`src/shared/tmr2_pkg.sv`:
```
// package: register map, control bit positions and timing constants of timer2
`default_nettype none
package tmr2_pkg;
  // register offsets on the plain register port (word index)
  localparam logic [3:0] ADDR_CONTROL    = 4'h0;
  localparam logic [3:0] ADDR_COUNT_LOW  = 4'h1;
  localparam logic [3:0] ADDR_COUNT_HIGH = 4'h2;
  localparam logic [3:0] ADDR_RELOAD_LOW = 4'h3;
  localparam logic [3:0] ADDR_RELOAD_HIGH= 4'h4;
  localparam logic [3:0] ADDR_IRQ_STATUS = 4'h5;
  localparam logic [3:0] ADDR_IRQ_CLEAR  = 4'h6;
  localparam logic [3:0] ADDR_IRQ_ENABLE = 4'h7;
  // control register bit positions
  localparam int BIT_OVF    = 7;
  localparam int BIT_EXF    = 6;
  localparam int BIT_RCLK   = 5;
  localparam int BIT_TX_CLOCK_SELECT   = 4;
  localparam int BIT_EXEN   = 3;
  localparam int BIT_RUN    = 2;
  localparam int BIT_SRC    = 1;
  localparam int BIT_CAPSEL = 0;
  // interrupt status bit positions
  localparam int IRQ_OVF = 0;
  localparam int IRQ_EXF = 1;
  localparam int IRQ_W   = 2;
  // reset values
  localparam logic [7:0]  CONTROL_RST = 8'h00;
  localparam logic [15:0] COUNT_RST   = 16'h0000;
  localparam logic [15:0] RELOAD_RST  = 16'h0000;
  // internal tick: one tick per twelve oscillator periods
  localparam int OSC_DIV = 12;
  // operating mode
  typedef enum logic [1:0] {
    TMR2_MODE_OFF,
    TMR2_MODE_RELOAD,
    TMR2_MODE_CAPTURE,
    TMR2_MODE_BAUD
  } tmr2_mode_t;
endpackage : tmr2_pkg
`default_nettype wire
```
`src/shared/tmr2_edge_if.sv`:
```
// interface: synchronised pin falling-edge events from the edge detector
`default_nettype none
interface tmr2_edge_if;
  logic trig_fall; // falling edge on trigger pin
  logic cnt_fall;  // falling edge on count pin
  modport det (output trig_fall, output cnt_fall);
  modport use_ (input trig_fall, input cnt_fall);
endinterface : tmr2_edge_if
`default_nettype wire

```
`src/logic/tmr2_edge_det.sv`:
```
// module: two-flop synchroniser and falling-edge detect for the two pins
`default_nettype none
module tmr2_edge_det (
  input  wire logic       clk_sys_i,
  input  wire logic       nrst_i,
  input  wire logic       trig_pin_i,
  input  wire logic       count_pin_i,
  tmr2_edge_if.det        edge_o
);
  logic [1:0] sync1_q; // first stage, read only by second
  logic [1:0] sync2_q; // second stage
  logic [1:0] prev_q;  // previous synchronised sample

  // synchronise and keep one older sample
  always_ff @(posedge clk_sys_i) begin
    if (!nrst_i) begin
      sync1_q <= 2'h3;
      sync2_q <= 2'h3;
      prev_q  <= 2'h3;
    end else begin
      sync1_q <= {count_pin_i, trig_pin_i};
      sync2_q <= sync1_q;
      prev_q  <= sync2_q;
    end
  end

  // a 1 then a 0 in consecutive samples is a falling edge
  assign edge_o.trig_fall = prev_q[0] & ~sync2_q[0];
  assign edge_o.cnt_fall  = prev_q[1] & ~sync2_q[1];

  chk_fall_seen: assert property (@(posedge clk_sys_i) disable iff (!nrst_i)
    edge_o.trig_fall |-> $past(sync2_q[0]) && !sync2_q[0])
    else $error("trigger fall without 1 then 0");
endmodule : tmr2_edge_det
`default_nettype wire

```
`src/logic/tmr2_top.sv`:
```
// module: 16-bit timer2 with capture, auto-reload and baud generator modes
`default_nettype none
// What this block does
// - reload mode rollover sets overflow, reloads count
// - reload mode trigger fall reloads, sets external
// - either clock select forces baud mode
// - overflow flag sticky, never set in baud
// - trigger event with enable sets external flag
// - external flag requests interrupt like overflow
// - receive select routes overflow to rx clock
// - transmit select routes overflow to tx clock
// - trigger events only when enabled, not baud
// - run bit starts and stops counting
// - source: osc/12 ticks or count-pin falls
// - capsel picks capture or reload on trigger
// - baud mode forces reload on overflow
// - capture copies count into capture registers
// - capture without enable: plain timer, overflow
module tmr2_top #(
  parameter int OSC_DIV = tmr2_pkg::OSC_DIV // oscillator periods per tick
) (
  input  wire logic       clk_sys_i,
  input  wire logic       nrst_i,
  input  wire logic [3:0] reg_addr_i,
  input  wire logic [7:0] reg_wdata_i,
  input  wire logic       reg_wr_i,
  input  wire logic       reg_rd_i,
  output logic      [7:0] reg_rdata_o,
  input  wire logic       trig_pin_i,
  input  wire logic       count_pin_i,
  input  wire logic       other_timer_ovf_i,
  output logic            rx_baud_tick_o,
  output logic            tx_baud_tick_o,
  output logic            irq_o
);
  // refuse prescaler values that the 8-bit divider cannot serve
  if (OSC_DIV < 2 || OSC_DIV > 255) begin : g_bad_div
    $error("OSC_DIV out of range");
  end

  localparam int IRQ_W_L = tmr2_pkg::IRQ_W; // status / enable width
  tmr2_edge_if edges ();                 // pin event bundle
  logic [7:0]  ctrl_q;                   // control register
  logic [15:0] count_q;                  // running count
  logic [15:0] cap_q;                    // reload / capture registers
  logic [7:0]  div_q;                    // oscillator prescaler
  logic [IRQ_W_L-1:0] irq_en_q;          // interrupt enables
  logic [7:0]  rdata_q;                  // registered read data
  logic        rx_tick_q;                // rx baud pulse
  logic        tx_tick_q;                // tx baud pulse

  tmr2_edge_det tmr2_edge_det_i (
    .clk_sys_i   (clk_sys_i),
    .nrst_i      (nrst_i),
    .trig_pin_i  (trig_pin_i),
    .count_pin_i (count_pin_i),
    .edge_o      (edges)
  );

  // decoded control fields
  logic baud, exen, run, src, capsel, tick, rollover, trig_evt;
  tmr2_pkg::tmr2_mode_t mode;
  always_comb begin
    baud   = ctrl_q[tmr2_pkg::BIT_RCLK] | ctrl_q[tmr2_pkg::BIT_TX_CLOCK_SELECT];
    exen   = ctrl_q[tmr2_pkg::BIT_EXEN];
    run    = ctrl_q[tmr2_pkg::BIT_RUN];
    src    = ctrl_q[tmr2_pkg::BIT_SRC];
    capsel = ctrl_q[tmr2_pkg::BIT_CAPSEL];
    if (!run)        mode = tmr2_pkg::TMR2_MODE_OFF;
    else if (baud)   mode = tmr2_pkg::TMR2_MODE_BAUD;
    else if (capsel) mode = tmr2_pkg::TMR2_MODE_CAPTURE;
    else             mode = tmr2_pkg::TMR2_MODE_RELOAD;
  end

  // count source: prescaled oscillator or count-pin falls
  assign tick = run & (src ? edges.cnt_fall
                           : (div_q == 8'(OSC_DIV - 1)));
  assign rollover = tick & (count_q == 16'hffff);
  // trigger events ignored without enable or while clocking serial port
  assign trig_evt = edges.trig_fall & exen & ~baud;

  // prescaler, free running so stop/start keeps phase short
  always_ff @(posedge clk_sys_i) begin
    if (!nrst_i) begin
      div_q <= 8'h00;
    end else if (div_q == 8'(OSC_DIV - 1)) begin
      div_q <= 8'h00;
    end else begin
      div_q <= div_q + 8'h01;
    end
  end

  // write strobes
  logic wr_ctrl, wr_cl, wr_ch, wr_rl, wr_rh, wr_clr, wr_en;
  assign wr_ctrl = reg_wr_i & (reg_addr_i == tmr2_pkg::ADDR_CONTROL);
  assign wr_cl   = reg_wr_i & (reg_addr_i == tmr2_pkg::ADDR_COUNT_LOW);
  assign wr_ch   = reg_wr_i & (reg_addr_i == tmr2_pkg::ADDR_COUNT_HIGH);
  assign wr_rl   = reg_wr_i & (reg_addr_i == tmr2_pkg::ADDR_RELOAD_LOW);
  assign wr_rh   = reg_wr_i & (reg_addr_i == tmr2_pkg::ADDR_RELOAD_HIGH);
  assign wr_clr  = reg_wr_i & (reg_addr_i == tmr2_pkg::ADDR_IRQ_CLEAR);
  assign wr_en   = reg_wr_i & (reg_addr_i == tmr2_pkg::ADDR_IRQ_ENABLE);

  // flag set conditions
  logic set_ovf, set_exf, reload, capture;
  always_comb begin
    set_ovf = 1'b0;
    set_exf = 1'b0;
    reload  = 1'b0;
    capture = 1'b0;
    case (mode)
      tmr2_pkg::TMR2_MODE_RELOAD: begin
        set_ovf = rollover;
        reload  = rollover | trig_evt;
        set_exf = trig_evt;
      end
      tmr2_pkg::TMR2_MODE_CAPTURE: begin
        set_ovf = rollover;
        capture = trig_evt;
        set_exf = trig_evt;
      end
      tmr2_pkg::TMR2_MODE_BAUD: begin
        reload  = rollover;  // no overflow flag here
      end
      default: begin
        // stopped: a trigger edge still captures or reloads when enabled
        reload  = trig_evt & ~capsel;
        capture = trig_evt & capsel;
        set_exf = trig_evt;
      end
    endcase
  end

  // control register; hardware set wins over software write
  always_ff @(posedge clk_sys_i) begin
    if (!nrst_i) begin
      ctrl_q <= tmr2_pkg::CONTROL_RST;
    end else begin
      if (wr_ctrl) ctrl_q <= reg_wdata_i;
      else if (wr_clr) begin
        // clear register also clears the matching flags
        if (reg_wdata_i[tmr2_pkg::IRQ_OVF]) ctrl_q[tmr2_pkg::BIT_OVF] <= 1'b0;
        if (reg_wdata_i[tmr2_pkg::IRQ_EXF]) ctrl_q[tmr2_pkg::BIT_EXF] <= 1'b0;
      end
      if (set_ovf) ctrl_q[tmr2_pkg::BIT_OVF] <= 1'b1;
      if (set_exf) ctrl_q[tmr2_pkg::BIT_EXF] <= 1'b1;
    end
  end

  // count register: reload beats tick, software write beats both
  always_ff @(posedge clk_sys_i) begin
    if (!nrst_i) begin
      count_q <= tmr2_pkg::COUNT_RST;
    end else if (wr_cl) begin
      count_q[7:0] <= reg_wdata_i;
    end else if (wr_ch) begin
      count_q[15:8] <= reg_wdata_i;
    end else if (reload) begin
      count_q <= cap_q;
    end else if (tick) begin
      count_q <= count_q + 16'h0001;
    end
  end

  // reload / capture registers; capture overrides software
  always_ff @(posedge clk_sys_i) begin
    if (!nrst_i) begin
      cap_q <= tmr2_pkg::RELOAD_RST;
    end else if (capture) begin
      cap_q <= count_q;
    end else if (wr_rl) begin
      cap_q[7:0] <= reg_wdata_i;
    end else if (wr_rh) begin
      cap_q[15:8] <= reg_wdata_i;
    end
  end

  // baud pulses: this timer's overflow or the other timer's
  always_ff @(posedge clk_sys_i) begin
    if (!nrst_i) begin
      rx_tick_q <= 1'b0;
      tx_tick_q <= 1'b0;
    end else begin
      rx_tick_q <= ctrl_q[tmr2_pkg::BIT_RCLK] ? (mode == tmr2_pkg::TMR2_MODE_BAUD) & rollover
                                             : other_timer_ovf_i;
      tx_tick_q <= ctrl_q[tmr2_pkg::BIT_TX_CLOCK_SELECT] ? (mode == tmr2_pkg::TMR2_MODE_BAUD) & rollover
                                             : other_timer_ovf_i;
    end
  end
  assign rx_baud_tick_o = rx_tick_q;
  assign tx_baud_tick_o = tx_tick_q;

  // interrupt enables
  always_ff @(posedge clk_sys_i) begin
    if (!nrst_i) begin
      irq_en_q <= '0;
    end else if (wr_en) begin
      irq_en_q <= reg_wdata_i[IRQ_W_L-1:0];
    end
  end

  // status mirrors the sticky flags, so both share one clear
  logic [IRQ_W_L-1:0] irq_stat;
  assign irq_stat = {ctrl_q[tmr2_pkg::BIT_EXF], ctrl_q[tmr2_pkg::BIT_OVF]};
  assign irq_o = |(irq_stat & irq_en_q);

  // read data, one cycle after the strobe; unmapped reads zero
  always_ff @(posedge clk_sys_i) begin
    if (!nrst_i) begin
      rdata_q <= 8'h00;
    end else if (reg_rd_i) begin
      case (reg_addr_i)
        tmr2_pkg::ADDR_CONTROL:     rdata_q <= ctrl_q;
        tmr2_pkg::ADDR_COUNT_LOW:   rdata_q <= count_q[7:0];
        tmr2_pkg::ADDR_COUNT_HIGH:  rdata_q <= count_q[15:8];
        tmr2_pkg::ADDR_RELOAD_LOW:  rdata_q <= cap_q[7:0];
        tmr2_pkg::ADDR_RELOAD_HIGH: rdata_q <= cap_q[15:8];
        tmr2_pkg::ADDR_IRQ_STATUS:  rdata_q <= {6'h00, irq_stat};
        tmr2_pkg::ADDR_IRQ_ENABLE:  rdata_q <= {6'h00, irq_en_q};
        default:                    rdata_q <= 8'h00;
      endcase
    end else begin
      rdata_q <= 8'h00;
    end
  end
  assign reg_rdata_o = rdata_q;

  // checks
  chk_reload_on_roll: assert property (@(posedge clk_sys_i) disable iff (!nrst_i)
    (mode == tmr2_pkg::TMR2_MODE_RELOAD && rollover && !wr_cl && !wr_ch)
      |=> count_q == $past(cap_q) && ctrl_q[tmr2_pkg::BIT_OVF])
    else $error("reload rollover did not reload");
  chk_trig_reload: assert property (@(posedge clk_sys_i) disable iff (!nrst_i)
    (mode == tmr2_pkg::TMR2_MODE_RELOAD && trig_evt && !wr_cl && !wr_ch)
      |=> count_q == $past(cap_q))
    else $error("trigger did not reload");
  chk_baud_mode: assert property (@(posedge clk_sys_i) disable iff (!nrst_i)
    (run && baud) |-> mode == tmr2_pkg::TMR2_MODE_BAUD)
    else $error("baud mode not selected");
  chk_ovf_no_baud: assert property (@(posedge clk_sys_i) disable iff (!nrst_i)
    (baud && !ctrl_q[tmr2_pkg::BIT_OVF] && !wr_ctrl) |=> !ctrl_q[tmr2_pkg::BIT_OVF])
    else $error("overflow flag set in baud mode");
  chk_exf_set: assert property (@(posedge clk_sys_i) disable iff (!nrst_i)
    trig_evt |=> ctrl_q[tmr2_pkg::BIT_EXF])
    else $error("external flag not set");
  chk_irq_exf: assert property (@(posedge clk_sys_i) disable iff (!nrst_i)
    (ctrl_q[tmr2_pkg::BIT_EXF] && irq_en_q[tmr2_pkg::IRQ_EXF]) |-> irq_o)
    else $error("external flag did not interrupt");
  chk_rx_route: assert property (@(posedge clk_sys_i) disable iff (!nrst_i)
    (!ctrl_q[tmr2_pkg::BIT_RCLK] && other_timer_ovf_i) |=> rx_baud_tick_o)
    else $error("rx clock not from other timer");
  chk_tx_route: assert property (@(posedge clk_sys_i) disable iff (!nrst_i)
    (ctrl_q[tmr2_pkg::BIT_TX_CLOCK_SELECT] && run && rollover) |=> tx_baud_tick_o)
    else $error("tx clock missed overflow");
  chk_trig_ignored: assert property (@(posedge clk_sys_i) disable iff (!nrst_i)
    (!exen || baud) |-> !trig_evt)
    else $error("trigger event while disabled");
  chk_stopped_hold: assert property (@(posedge clk_sys_i) disable iff (!nrst_i)
    (!run && !reg_wr_i && !trig_evt) |=> $stable(count_q))
    else $error("count moved while stopped");
  chk_capture_copy: assert property (@(posedge clk_sys_i) disable iff (!nrst_i)
    capture |=> cap_q == $past(count_q))
    else $error("capture value wrong");
  cov_reload: cover property (@(posedge clk_sys_i) mode == tmr2_pkg::TMR2_MODE_RELOAD && rollover);
  cov_capture: cover property (@(posedge clk_sys_i) capture);
  cov_baud: cover property (@(posedge clk_sys_i) tx_baud_tick_o && ctrl_q[tmr2_pkg::BIT_TX_CLOCK_SELECT]);
  cov_trig_reload: cover property (@(posedge clk_sys_i)
    mode == tmr2_pkg::TMR2_MODE_RELOAD && trig_evt);
endmodule : tmr2_top
`default_nettype wire

```
`config.mk`:
```
export PLATFORM = sky130hd
export DESIGN_NAME = tmr2_top
export DESIGN_NICKNAME = d
export VERILOG_FILES = /design/src/shared/tmr2_pkg.sv /design/src/shared/tmr2_edge_if.sv /design/src/logic/tmr2_edge_det.sv /design/src/logic/tmr2_top.sv
export SDC_FILE = /design/constraint.sdc
export NUM_CORES = 1
export LEC_CHECK = 0
export ABC_AREA = 1
export BUFFER_PORTS_ARGS = -buffer_cell sky130_fd_sc_hd__buf_2
export CAP_MARGIN = 20
export CORE_MARGIN = 5
export CORE_UTILIZATION = 60
export DETAILED_ROUTE_END_ITERATION = 6
export HOLD_SLACK_MARGIN = 0.08
export PLACE_DENSITY = 0.91
export SLEW_MARGIN = 20
export SYNTH_ARGS = -nofsm -noshare
export SYNTH_HDL_FRONTEND = slang
export SYNTH_SLANG_ARGS = --single-unit
export TNS_END_PERCENT = 20
```
`constraint.sdc`:
```
create_clock -name clk_sys_i -period 3.5 [get_ports clk_sys_i]
set_clock_uncertainty 0.05 [all_clocks]
set_input_delay 1.05 -clock clk_sys_i [delete_from_list [all_inputs] [get_ports clk_sys_i]]
set_output_delay 1.05 -clock clk_sys_i [all_outputs]
set_load 0.02 [all_outputs]
```
== After elaboration in Yosys (flattened, before gate mapping) ==
Index checks and enable logic that the tools add are counted.
W data, S select, Z words.

* Flip-flop bits (word level): 66
* Input bits: 19
* Output and inout port bits: 11
* Logic and storage cells: 101

* Add/subtract/negate cells: 2
* Equality and inequality tests: 14
* Muxes and demuxes: 26
* Bitwise gates (word level): 25
* Reduce and logical (&&, ||, !) cells: 19

{| class="wikitable"
|+ Operator list
! kind !! count
|-
| $pmux W8 S7 || 1
|-
| $mux W16 || 3
|-
| $mux W8 || 6
|-
| $reduce_bool A3 Y1 || 6
|-
| $add A16 B1 Y16 const B || 1
|-
| $and A1 B1 Y1 || 16
|-
| $eq A16 B16 Y1 const B || 1
|-
| $eq A4 B3 Y1 const B || 4
|-
| $reduce_and A2 Y1 || 6
|-
| $mux W2 || 5
|-
| $mux W1 || 9
|-
| $add A8 B1 Y8 const B || 1
|-
| $eq A4 B2 Y1 const B || 2
|-
| $eq A8 B4 Y1 const B || 1
|-
| $reduce_or A2 Y1 || 4
|-
| $not A1 Y1 || 6
|-
| $eq A2 B2 Y1 const B || 2
|-
| $eq A4 B1 Y1 const B || 1
|-
| $logic_not A4 Y1 || 1
|-
| $reduce_bool A2 Y1 || 2
|-
| $pmux W1 S3 || 1
|-
| $and A2 B2 Y2 || 1
|-
| $eq A2 B1 Y1 const B || 1
|-
| $ne A2 B1 Y1 const B || 1
|-
| other kinds (3) || 4
|}

== Longest topological paths before layout ==
Gate-level depths: netlist of the first run.

* Word-level depth: 10
* Gate-level depth with buffers: 15
* Depth with buffers taken out: 14

== Cells and area by module ==
A second synthesis of the first run with hierarchy kept.

* Cell total of the unflattened synthesis: 548
* Area total of the unflattened synthesis: 3718.6 µm²

{| class="wikitable"
|+ Modules (own cells, without submodules)
! module !! instances !! cells an instance !! area each (µm²) !! sequential area each (µm²)
|-
| tmr2_top || 1 || 526 || 3538.4 || 1201.2
|-
| tmr2_edge_det || 1 || 22 || 180.2 || 120.1
|}

== Least setup slack after synthesis of the first run ==
OpenSTA, ideal clock, no wires.

* Path type: in2reg
* Start point: in reg_addr_i[3]
* End point: reg count_q[3]
* Setup time: 0.117 ns
* Data arrival time: 2.228 ns
* Required time: 3.333 ns
* Path slack: 1.105 ns
* Stages on the path: 10
* Path buffers: 0
* Path through: nor2_1 inv_1 nor2_2 inv_1 nor2_4 inv_1 nand2_2 clkinv_2 o21ai_0 nor2_1

* Cells in the longest elaborated chain, start to end: 4
* Elaborated cells between the ends (all ways): 8
* Those cells by class: 3 x eq/ne; 1 x mux; 2 x bitwise; 2 x reduce/logical

{| class="wikitable"
|+ Ends and longest elaborated chain
! element !! RTL line !! text
|-
| from (decl) || tmr2_top.sv:24 || <nowiki>input wire logic [3:0] reg_addr_i,</nowiki>
|-
| $eq A4 B1 Y1 / $eq A4 B2 Y1 (equally long branches) || tmr2_top.sv:96, tmr2_top.sv:97 ||
|-
| $and A1 B1 Y1, on equally long branches || tmr2_top.sv:96, tmr2_top.sv:97 ||
|-
| $ne A2 B2 Y1 (no line) / $reduce_bool A3 Y1 (equally long branches) || n/a ||
|-
| $reduce_and A2 Y1 (no line) || n/a ||
|-
| to (signal assigned) || tmr2_top.sv:152 || <nowiki>count_q <= tmr2_pkg::COUNT_RST;</nowiki>
|-
| to (signal assigned) || tmr2_top.sv:154 || <nowiki>count_q[7:0] <= reg_wdata_i;</nowiki>
|-
| to (signal assigned) || tmr2_top.sv:158 || <nowiki>count_q <= cap_q;</nowiki>
|-
| to (decl) || tmr2_top.sv:44 || <nowiki>logic [15:0] count_q;</nowiki>
|}

Parallel ways exist; a longest one is shown, timed or not.
A chain may end at the register's enable or synchronous reset.

== Final worst setup path of the first run ==
* Start point: in reg_addr_i[3]
* End point: reg count_q[7]

Same word-level chain as after synthesis.

==> results of run 1 <==
==> through the flow <==
step / utilization [%] / total power [mW] / hold slack [ns] / setup WS [ns] / std cells
2_1_floorplan: - / 0.864 / 0.341 / 1.10 / 551
3_3_place_gp: 65.5 / 0.907 / 0.344 / 0.651 / 645
3_5_place_dp: 65.5 / 0.911 / 0.351 / 0.536 / 645
4_1_cts: 68.4 / 1.49 / 0.370 / 0.911 / 661
5_1_grt: 68.4 / 1.54 / 0.391 / 0.636 / 661
6_report: 68.4 / 1.48 / 0.366 / 0.817 / 661
==> final cells by class <==
type	count	share of cell area, %
Sequential cell	66	32.4
Multi-Input combinational cell	383	48.5
Timing Repair Buffer	33	4.30
Clock buffer	9	3.04
Tap cell	75	2.30
Clock inverter	7	1.32
Inverter	88	8.13
==> where the power goes <==
group | switching [mW] | internal (mW) | leakage [nW] | total (mW)
clock network | 0.323 | 0.261 | 0.0822 | 0.583
registers | 0.0128 | 0.767 | 0.535 | 0.780
logic | 0.0826 | 0.0360 | 1.16 | 0.119
==> Yosys cell counts <==
master | count | area (um2)
a211oi_1 | 6 | 45.0
a21oi_1 | 31 | 155
a21oi_2 | 2 | 17.5
a311oi_1 | 1 | 8.76
a31oi_1 | 1 | 6.26
buf_2 | 2 | 10.0
buf_6 | 2 | 22.5
clkbuf_1 | 10 | 37.5
clkinv_2 | 1 | 5.00
dfxtp_1 | 66 | 1320
ha_1 | 6 | 75.1
inv_1 | 85 | 319
inv_2 | 2 | 7.51
nand2_1 | 86 | 323
nand2_2 | 5 | 31.3
nand2_4 | 3 | 33.8
nand3_1 | 44 | 220
nand3_2 | 2 | 20.0
nand3b_1 | 3 | 22.5
nand4_1 | 2 | 12.5
nor2_1 | 76 | 285
nor2_2 | 3 | 18.8
nor2_4 | 2 | 22.5
nor3_1 | 8 | 40.0
nor3_2 | 1 | 10.0
nor4_1 | 1 | 6.26
o211ai_2 | 1 | 12.5
o21a_1 | 1 | 7.51
o21ai_0 | 42 | 210
o21ai_1 | 4 | 20.0
o221ai_1 | 2 | 17.5
o22ai_1 | 29 | 181
or2_2 | 4 | 25.0
xor2_1 | 17 | 149
==> worst min path at each step <==
stage	from	to	slack [ns]	cells past startpoint
after floorplan	tmr2_edge_det_i.sync2_q[0]$_SDFF_PN1_	tmr2_edge_det_i.prev_q[0]$_SDFF_PN1_	0.34	2
after global placement	tmr2_edge_det_i.sync1_q[0]$_SDFF_PN1_	tmr2_edge_det_i.sync2_q[0]$_SDFF_PN1_	0.34	1
after detailed placement	tmr2_edge_det_i.sync1_q[0]$_SDFF_PN1_	tmr2_edge_det_i.sync2_q[0]$_SDFF_PN1_	0.35	1
after CTS	tmr2_edge_det_i.sync1_q[0]$_SDFF_PN1_	tmr2_edge_det_i.sync2_q[0]$_SDFF_PN1_	0.37	1
after global routing	tmr2_edge_det_i.sync1_q[1]$_SDFF_PN1_	tmr2_edge_det_i.sync2_q[1]$_SDFF_PN1_	0.39	1
final	tmr2_edge_det_i.sync1_q[0]$_SDFF_PN1_	tmr2_edge_det_i.sync2_q[0]$_SDFF_PN1_	0.37	1
==> sequential cells by signal, indices dropped and copies added, names as in the netlist <==
register	flops
rx_baud_tick_o	1
reg_rdata_o	8
tmr2_edge_det_i.prev_q	2
tmr2_edge_det_i.sync2_q	2
count_q	16
irq_en_q	2
div_q	8
tmr2_edge_det_i.sync1_q	2
cap_q	16
ctrl_q	8
tx_baud_tick_o	1
==> kinds of logic after synthesis <==
| group | Yosys count |
|---|---|
| adder cells (fa/ha/maj) | 6 |
| buffers and inverters | 102 |
| AO/OA/AOI/OAI | 120 |
| XOR/XNOR | 17 |
| AND/OR/NAND/NOR | 240 |
| flip-flops | 66 |
==> per-layer routing <==
metal	up-vias	routed length, um	global-route usage [%]
met1	1748	4220	36.3
li1	1858	-	-
met3	74	1450	8.38
met5	-	0	0
met4	0	739	18.1
met2	307	4790	46.6
==> summary.txt, run 1 <==
Cells and area
  – Final instance area: 4080 um2
  – Commonest non-fill, non-tap cell in the layout: nand2_1
  – Ratio of cells with drive above 1 in the final layout: about an eighth
  – Nets: between 600 and 700
  – Register Area: between 1000 and 1500 um2
  – Multi-input logic area: between 1500 and 2000 um2
  – Antenna diodes: 0
  – Layout area overhead: 10.2%
  – Layout filler cell count: ~520
  – Most frequent cells in the layout: nand2_1 (86), inv_1 (85), nor2_1 (76)

Clock tree
  – Root Driver: clkbuf_8
  – TritonCTS buffer count: 9
  – Worst-Skew Late Latency: ~0.36 ns
  – CTS tree: built
  – CTS max path bufs: 2
  – Total setup buffers inserted after CTS: 0
  – CTS sink cnt: 66
  – Clk slew on worst S/H paths: about 0.080 ns
  – Hold_buf cts: 0
  – CTS HTree Levels: 3
  – CTS resizes: 0

Critical path
  – Critical path peak fanout: 15
  – CP endpoint: count_q[7]$_SDFFE_PN0P_
  – Path length in cells of the critical path: 11
  – CP max-delay cell: inv_1
  – Required @ worst endpoint: 3.69 ns
  – WP buf/inv: 5
  – Worst setup EP type: flip-flop
  – Most used cell, CP: inv_1
  – Slowest stage delay, CP: roughly 0.26 ns
  – Critical path class: in -> reg
  – Critical Path Start Type: input pin
  – Setup slack, reg-to-reg: around 0.98 ns
  – CP delay by family, top: simple AND/OR/NAND/NOR gates
  – Critical Path Source: reg_addr_i[3]
  – Worst EP arrival: 2.88 ns
  – FF-to-FF path depth: 13
  – RR Endpoint: count_q[10]$_SDFFE_PN0P_
  – CP cell instances: buf_2 > nor2_1 > inv_1 > nor2_2 > inv_1 > nor2_4 > inv_1 > nand2_2 > clkinv_2 > o21ai_0 > nor2_1
  – FF-to-FF Start: count_q[0]$_SDFFE_PN0P_

STA
  – Final Hold Vio Count: 0
  – Final setup fails: 0
  – RSZ-0062 raised after global routing: no
  – Relative slew margins: between 60% and 70%
  – Fin crit share: about 77%
  – Fmax: between 300 and 400 MHz
  – Max-slew violation count: 0
  – Clock period minus worst slack: roughly 2.7 ns
  – Final setup TNS: 0 ns
  – Tightest Pin Transition: ~0.47 ns

Synth
  – Yosys cell types: 34
  – Cell count after synthesis: approximately 550
  – Syn_nets: approximately 580
  – Simple-gate portion of the synthesized area: between 20 and 30%
  – Largest family of logic cells by synthesized area: simple AND/OR/NAND/NOR gates
  – Synth Register Bits: 66
  – Complex-gate fraction of the synthesized area: 18.4%
  – Adder-Cell Fraction of Synth Area: under 10%
  – Yosys warns: 0
  – Synthesized area per cell: 6.71 um2
  – Post-synthesis sequential area ratio: roughly 36%
  – Post-synthesis mux area share: 0%
  – Synth Cell Area: 3700 um2
  – Synth Area in XOR/XNOR: approximately 4.0%

Detailed routing
  – WL/cell: 17.0 um
  – DR pass1 iterations: 6
  – Vias/cell: about 6.0
  – Post-route DRC: 0
  – Post-route ant nets: 0
  – Routed wire length: around 11000 um
  – Initial DRC Count: about 630
  – Vias: 3987

Global routing
  – Overflow after GRT: 0
  – Largest net degree at the start of global routing: 39
  – Vias in the first global route: around 3700
  – Gr usage total: a little under 30%
  – Initial antenna violation count: 0
  – First-pass GRT wire length: 17500 um

Floorplanning
  – Initial core utilization: between 60% and 70%
  – Die Area: 7840 um2
  – Row cnt: 28
  – Width of the chip: between 80 and 90 um
  – Num ports: 30
  – Core Area: about 6000 um2
  – Chip Height: between 80 and 90 um

Flow run
  – Maxcap violations: 0

Placement
  – HPWL Detailed: 8190 um
  – Area post-placement: 3900 um2
  – Buffers on Ports: 29
  – Placer Congestion: 1.09

Pwr
  – Lkg Pwr: around 1.8 nW
  – Pwr dens: about 360 nW/um2
  – Peak supply drop: roughly 0.26 mV

Outcome
  – Status: complete, no violations

Worst hold path
  – Worst min-delay path class: reg -> reg
Power figures use the tool's default switching activity.
==> run 2, diff against run 1 <==
==> constraint.sdc (replaced) <==
create_clock -name clk_sys_i -period 2.75 [get_ports clk_sys_i]
set_clock_uncertainty 0.05 [all_clocks]
set_input_delay 0.825 -clock clk_sys_i [delete_from_list [all_inputs] [get_ports clk_sys_i]]
set_output_delay 0.825 -clock clk_sys_i [all_outputs]
set_load 0.02 [all_outputs]
==> summary.txt, run 2 (synthesized netlist as in run 1, its figures left out) <==
Outcome
  – Status: finished, violations left
  – Failing checks: design-rule violations

STA
  – Final worst slack: 0.341 ns (-0.476 ns)
  – Clock period minus worst slack: between 2 and 2.5 ns
  – Final Hold Vio Count: 0 (unchanged)
  – Fmax: just over 400 MHz
  – Fin crit share: 87.6%
  – RSZ-0062 raised after global routing: no
  – Relative slew margins: 65.2% (-3.5 points)
  – Tightest Pin Transition: 0.521 ns (+0.0523 ns)
  – Final setup TNS: 0 ns (unchanged)
  – Max-slew violation count: 0 (unchanged)
  – Final setup fails: 0 (unchanged)

Floorplanning
  – Initial core utilization: 62.1% (unchanged)
  – Num ports: 30 (unchanged)
  – Die Area: 7840 um2 (unchanged)
  – Width of the chip: 88.5 um (unchanged)
  – Chip Height: 88.5 um (unchanged)
  – Core Area: 5960 um2 (unchanged)
  – Row cnt: 28 (unchanged)

Detailed routing
  – Vias: 4071 (+2.1%)
  – Post-route ant nets: 0 (unchanged)
  – Routed wire length: 11700 um (+4.2%)
  – WL/cell: 17.4 um (+2.3%)
  – Post-route DRC: 1 (+1)
  – Vias/cell: 6.05 (+0.29%)
  – Initial DRC Count: 527 (-17%)
  – DR pass1 iterations: 7 (+1)

Clock tree
  – Worst-Skew Late Latency: 0.35 ns (about the same)
  – CTS max path bufs: 2 (unchanged)
  – CTS HTree Levels: 3 (unchanged)
  – Clk slew on worst S/H paths: 0.07 ns (about the same)
  – Total setup buffers inserted after CTS: 0 (unchanged)
  – TritonCTS buffer count: 9 (unchanged)
  – Root Driver: clkbuf_8
  – CTS resizes: 0 (unchanged)
  – CTS sink cnt: 66 (unchanged)
  – Hold_buf cts: 0 (unchanged)
  – CTS tree: built

Flow run
  – Maxcap violations: 0 (unchanged)

Cells and area
  – Ratio of cells with drive above 1 in the final layout: 14.2% (+1.4 points)
  – Commonest non-fill, non-tap cell in the layout: nand2_1
  – Most frequent cells in the layout: nand2_1 (86), inv_1 (85), nor2_1 (76)
  – Layout area overhead: 12.9%
  – Nets: 618 (+2.0%)
  – Largest regs: cap_q x16, count_q x16
  – Layout filler cell count: 536 (+3.7%)
  – Antenna diodes: 0 (unchanged)

Global routing
  – Vias in the first global route: 3807 (+3.5%)
  – First-pass GRT wire length: 18700 um (+6.5%)
  – Largest net degree at the start of global routing: 39 (unchanged)
  – Initial antenna violation count: 0 (unchanged)
  – Gr usage total: 31.5% (+1.7 points)
  – Overflow after GRT: 0 (unchanged)

Critical path
  – Worst setup EP type: flip-flop
  – FF-to-FF Start: ctrl_q[5]$_SDFFE_PN0P_
  – Critical Path Start Type: flip-flop
  – Worst EP arrival: 2.59 ns (-0.29 ns)
  – Critical path peak fanout: 20 (+5)
  – Required @ worst endpoint: 2.93 ns (-0.76 ns)
  – Critical path class: reg -> reg
  – Critical Path Source: ctrl_q[5]$_SDFFE_PN0P_

Worst hold path
  – Hold path start: tmr2_edge_det_i.sync1_q[1]$_SDFF_PN1_
  – Worst min-delay path class: reg -> reg

Placement
  – HPWL Detailed: 8850 um (+8.0%)
  – Buffers on Ports: 29 (unchanged)
  – Placer Congestion: 1.08 (-0.69%)
  – DP Worst Slack: 0.180 ns (-0.356 ns)

Pwr
  – Pwr dens: 467 nW/um2 (+28%)
  – Lkg Pwr: 1.85 nW (+3.8%)
  – Peak supply drop: 0.379 mV (+45%)
run 2: worst max-delay path, stage by stage, from the launching register on:
cell and delay [ns]:
dfxtp_1 0.40, nor2_1 0.10, a21oi_1 0.24, inv_1 0.12, ha_1 0.27, nand3_1 0.28, buf_4 0.22, nand2_4 0.16
nand2_1 0.11, nand2_1 0.08, a21oi_1 0.18, nor2_1 0.07
run 2: stage by stage:
stage	instances	util, %	area [um2]	power [mW]	hold WS [ns]
6_report	673	70.1	4180	1.95	0.373
5_1_grt	673	70.1	4180	2.02	0.395
4_1_cts	673	70.1	4180	1.94	0.377
3_5_place_dp	657	67.0	3990	1.17	0.358
3_3_place_gp	657	67.0	3990	1.16	0.344
2_1_floorplan	551	-	3700	1.10	0.341
run 2: routing by layer:
| layer | GRT usage, % | part of all wire, % | up-vias |
|---|---|---|---|
| met3 | 6.89 | 12 | 54 |
| met5 | 0 | 0 | - |
| met1 | 40.7 | 39 | 1817 |
| met4 | 19.4 | 5.0 | 0 |
| met2 | 47.9 | 44 | 316 |
| li1 | - | - | 1884 |
run 2: final cells by class:
class	count	area [um2]	share of cell area (%)
inverter	88	332	7.94
clock buffer	11	131	3.15
sequential	66	1320	31.6
clock inverter	5	55.1	1.32
multi-input combinational	383	1980	47.3
timing repair buffer	45	265	6.35
tap	75	93.8	2.25
run 2: report_power, final:
| part | internal, mW | switching (mW) | total [mW] |
|---|---|---|---|
| combinational | 0.0500 | 0.111 | 0.161 |
| sequential | 0.976 | 0.0142 | 0.991 |
| clock | 0.416 | 0.383 | 0.799 |
run 2: final timing paths:
| kind | endpoint | cells after the start | slack [ns] |
|---|---|---|---|
| min | tmr2_edge_det_i.sync2_q[1]$_SDFF_PN1_ | 1 | 0.37 |
| min reg2reg | tmr2_edge_det_i.sync2_q[1]$_SDFF_PN1_ | 1 | 0.37 |
| max reg2reg | count_q[9]$_SDFFE_PN0P_ | 11 | 0.34 |
| max | count_q[9]$_SDFFE_PN0P_ | 11 | 0.34 |
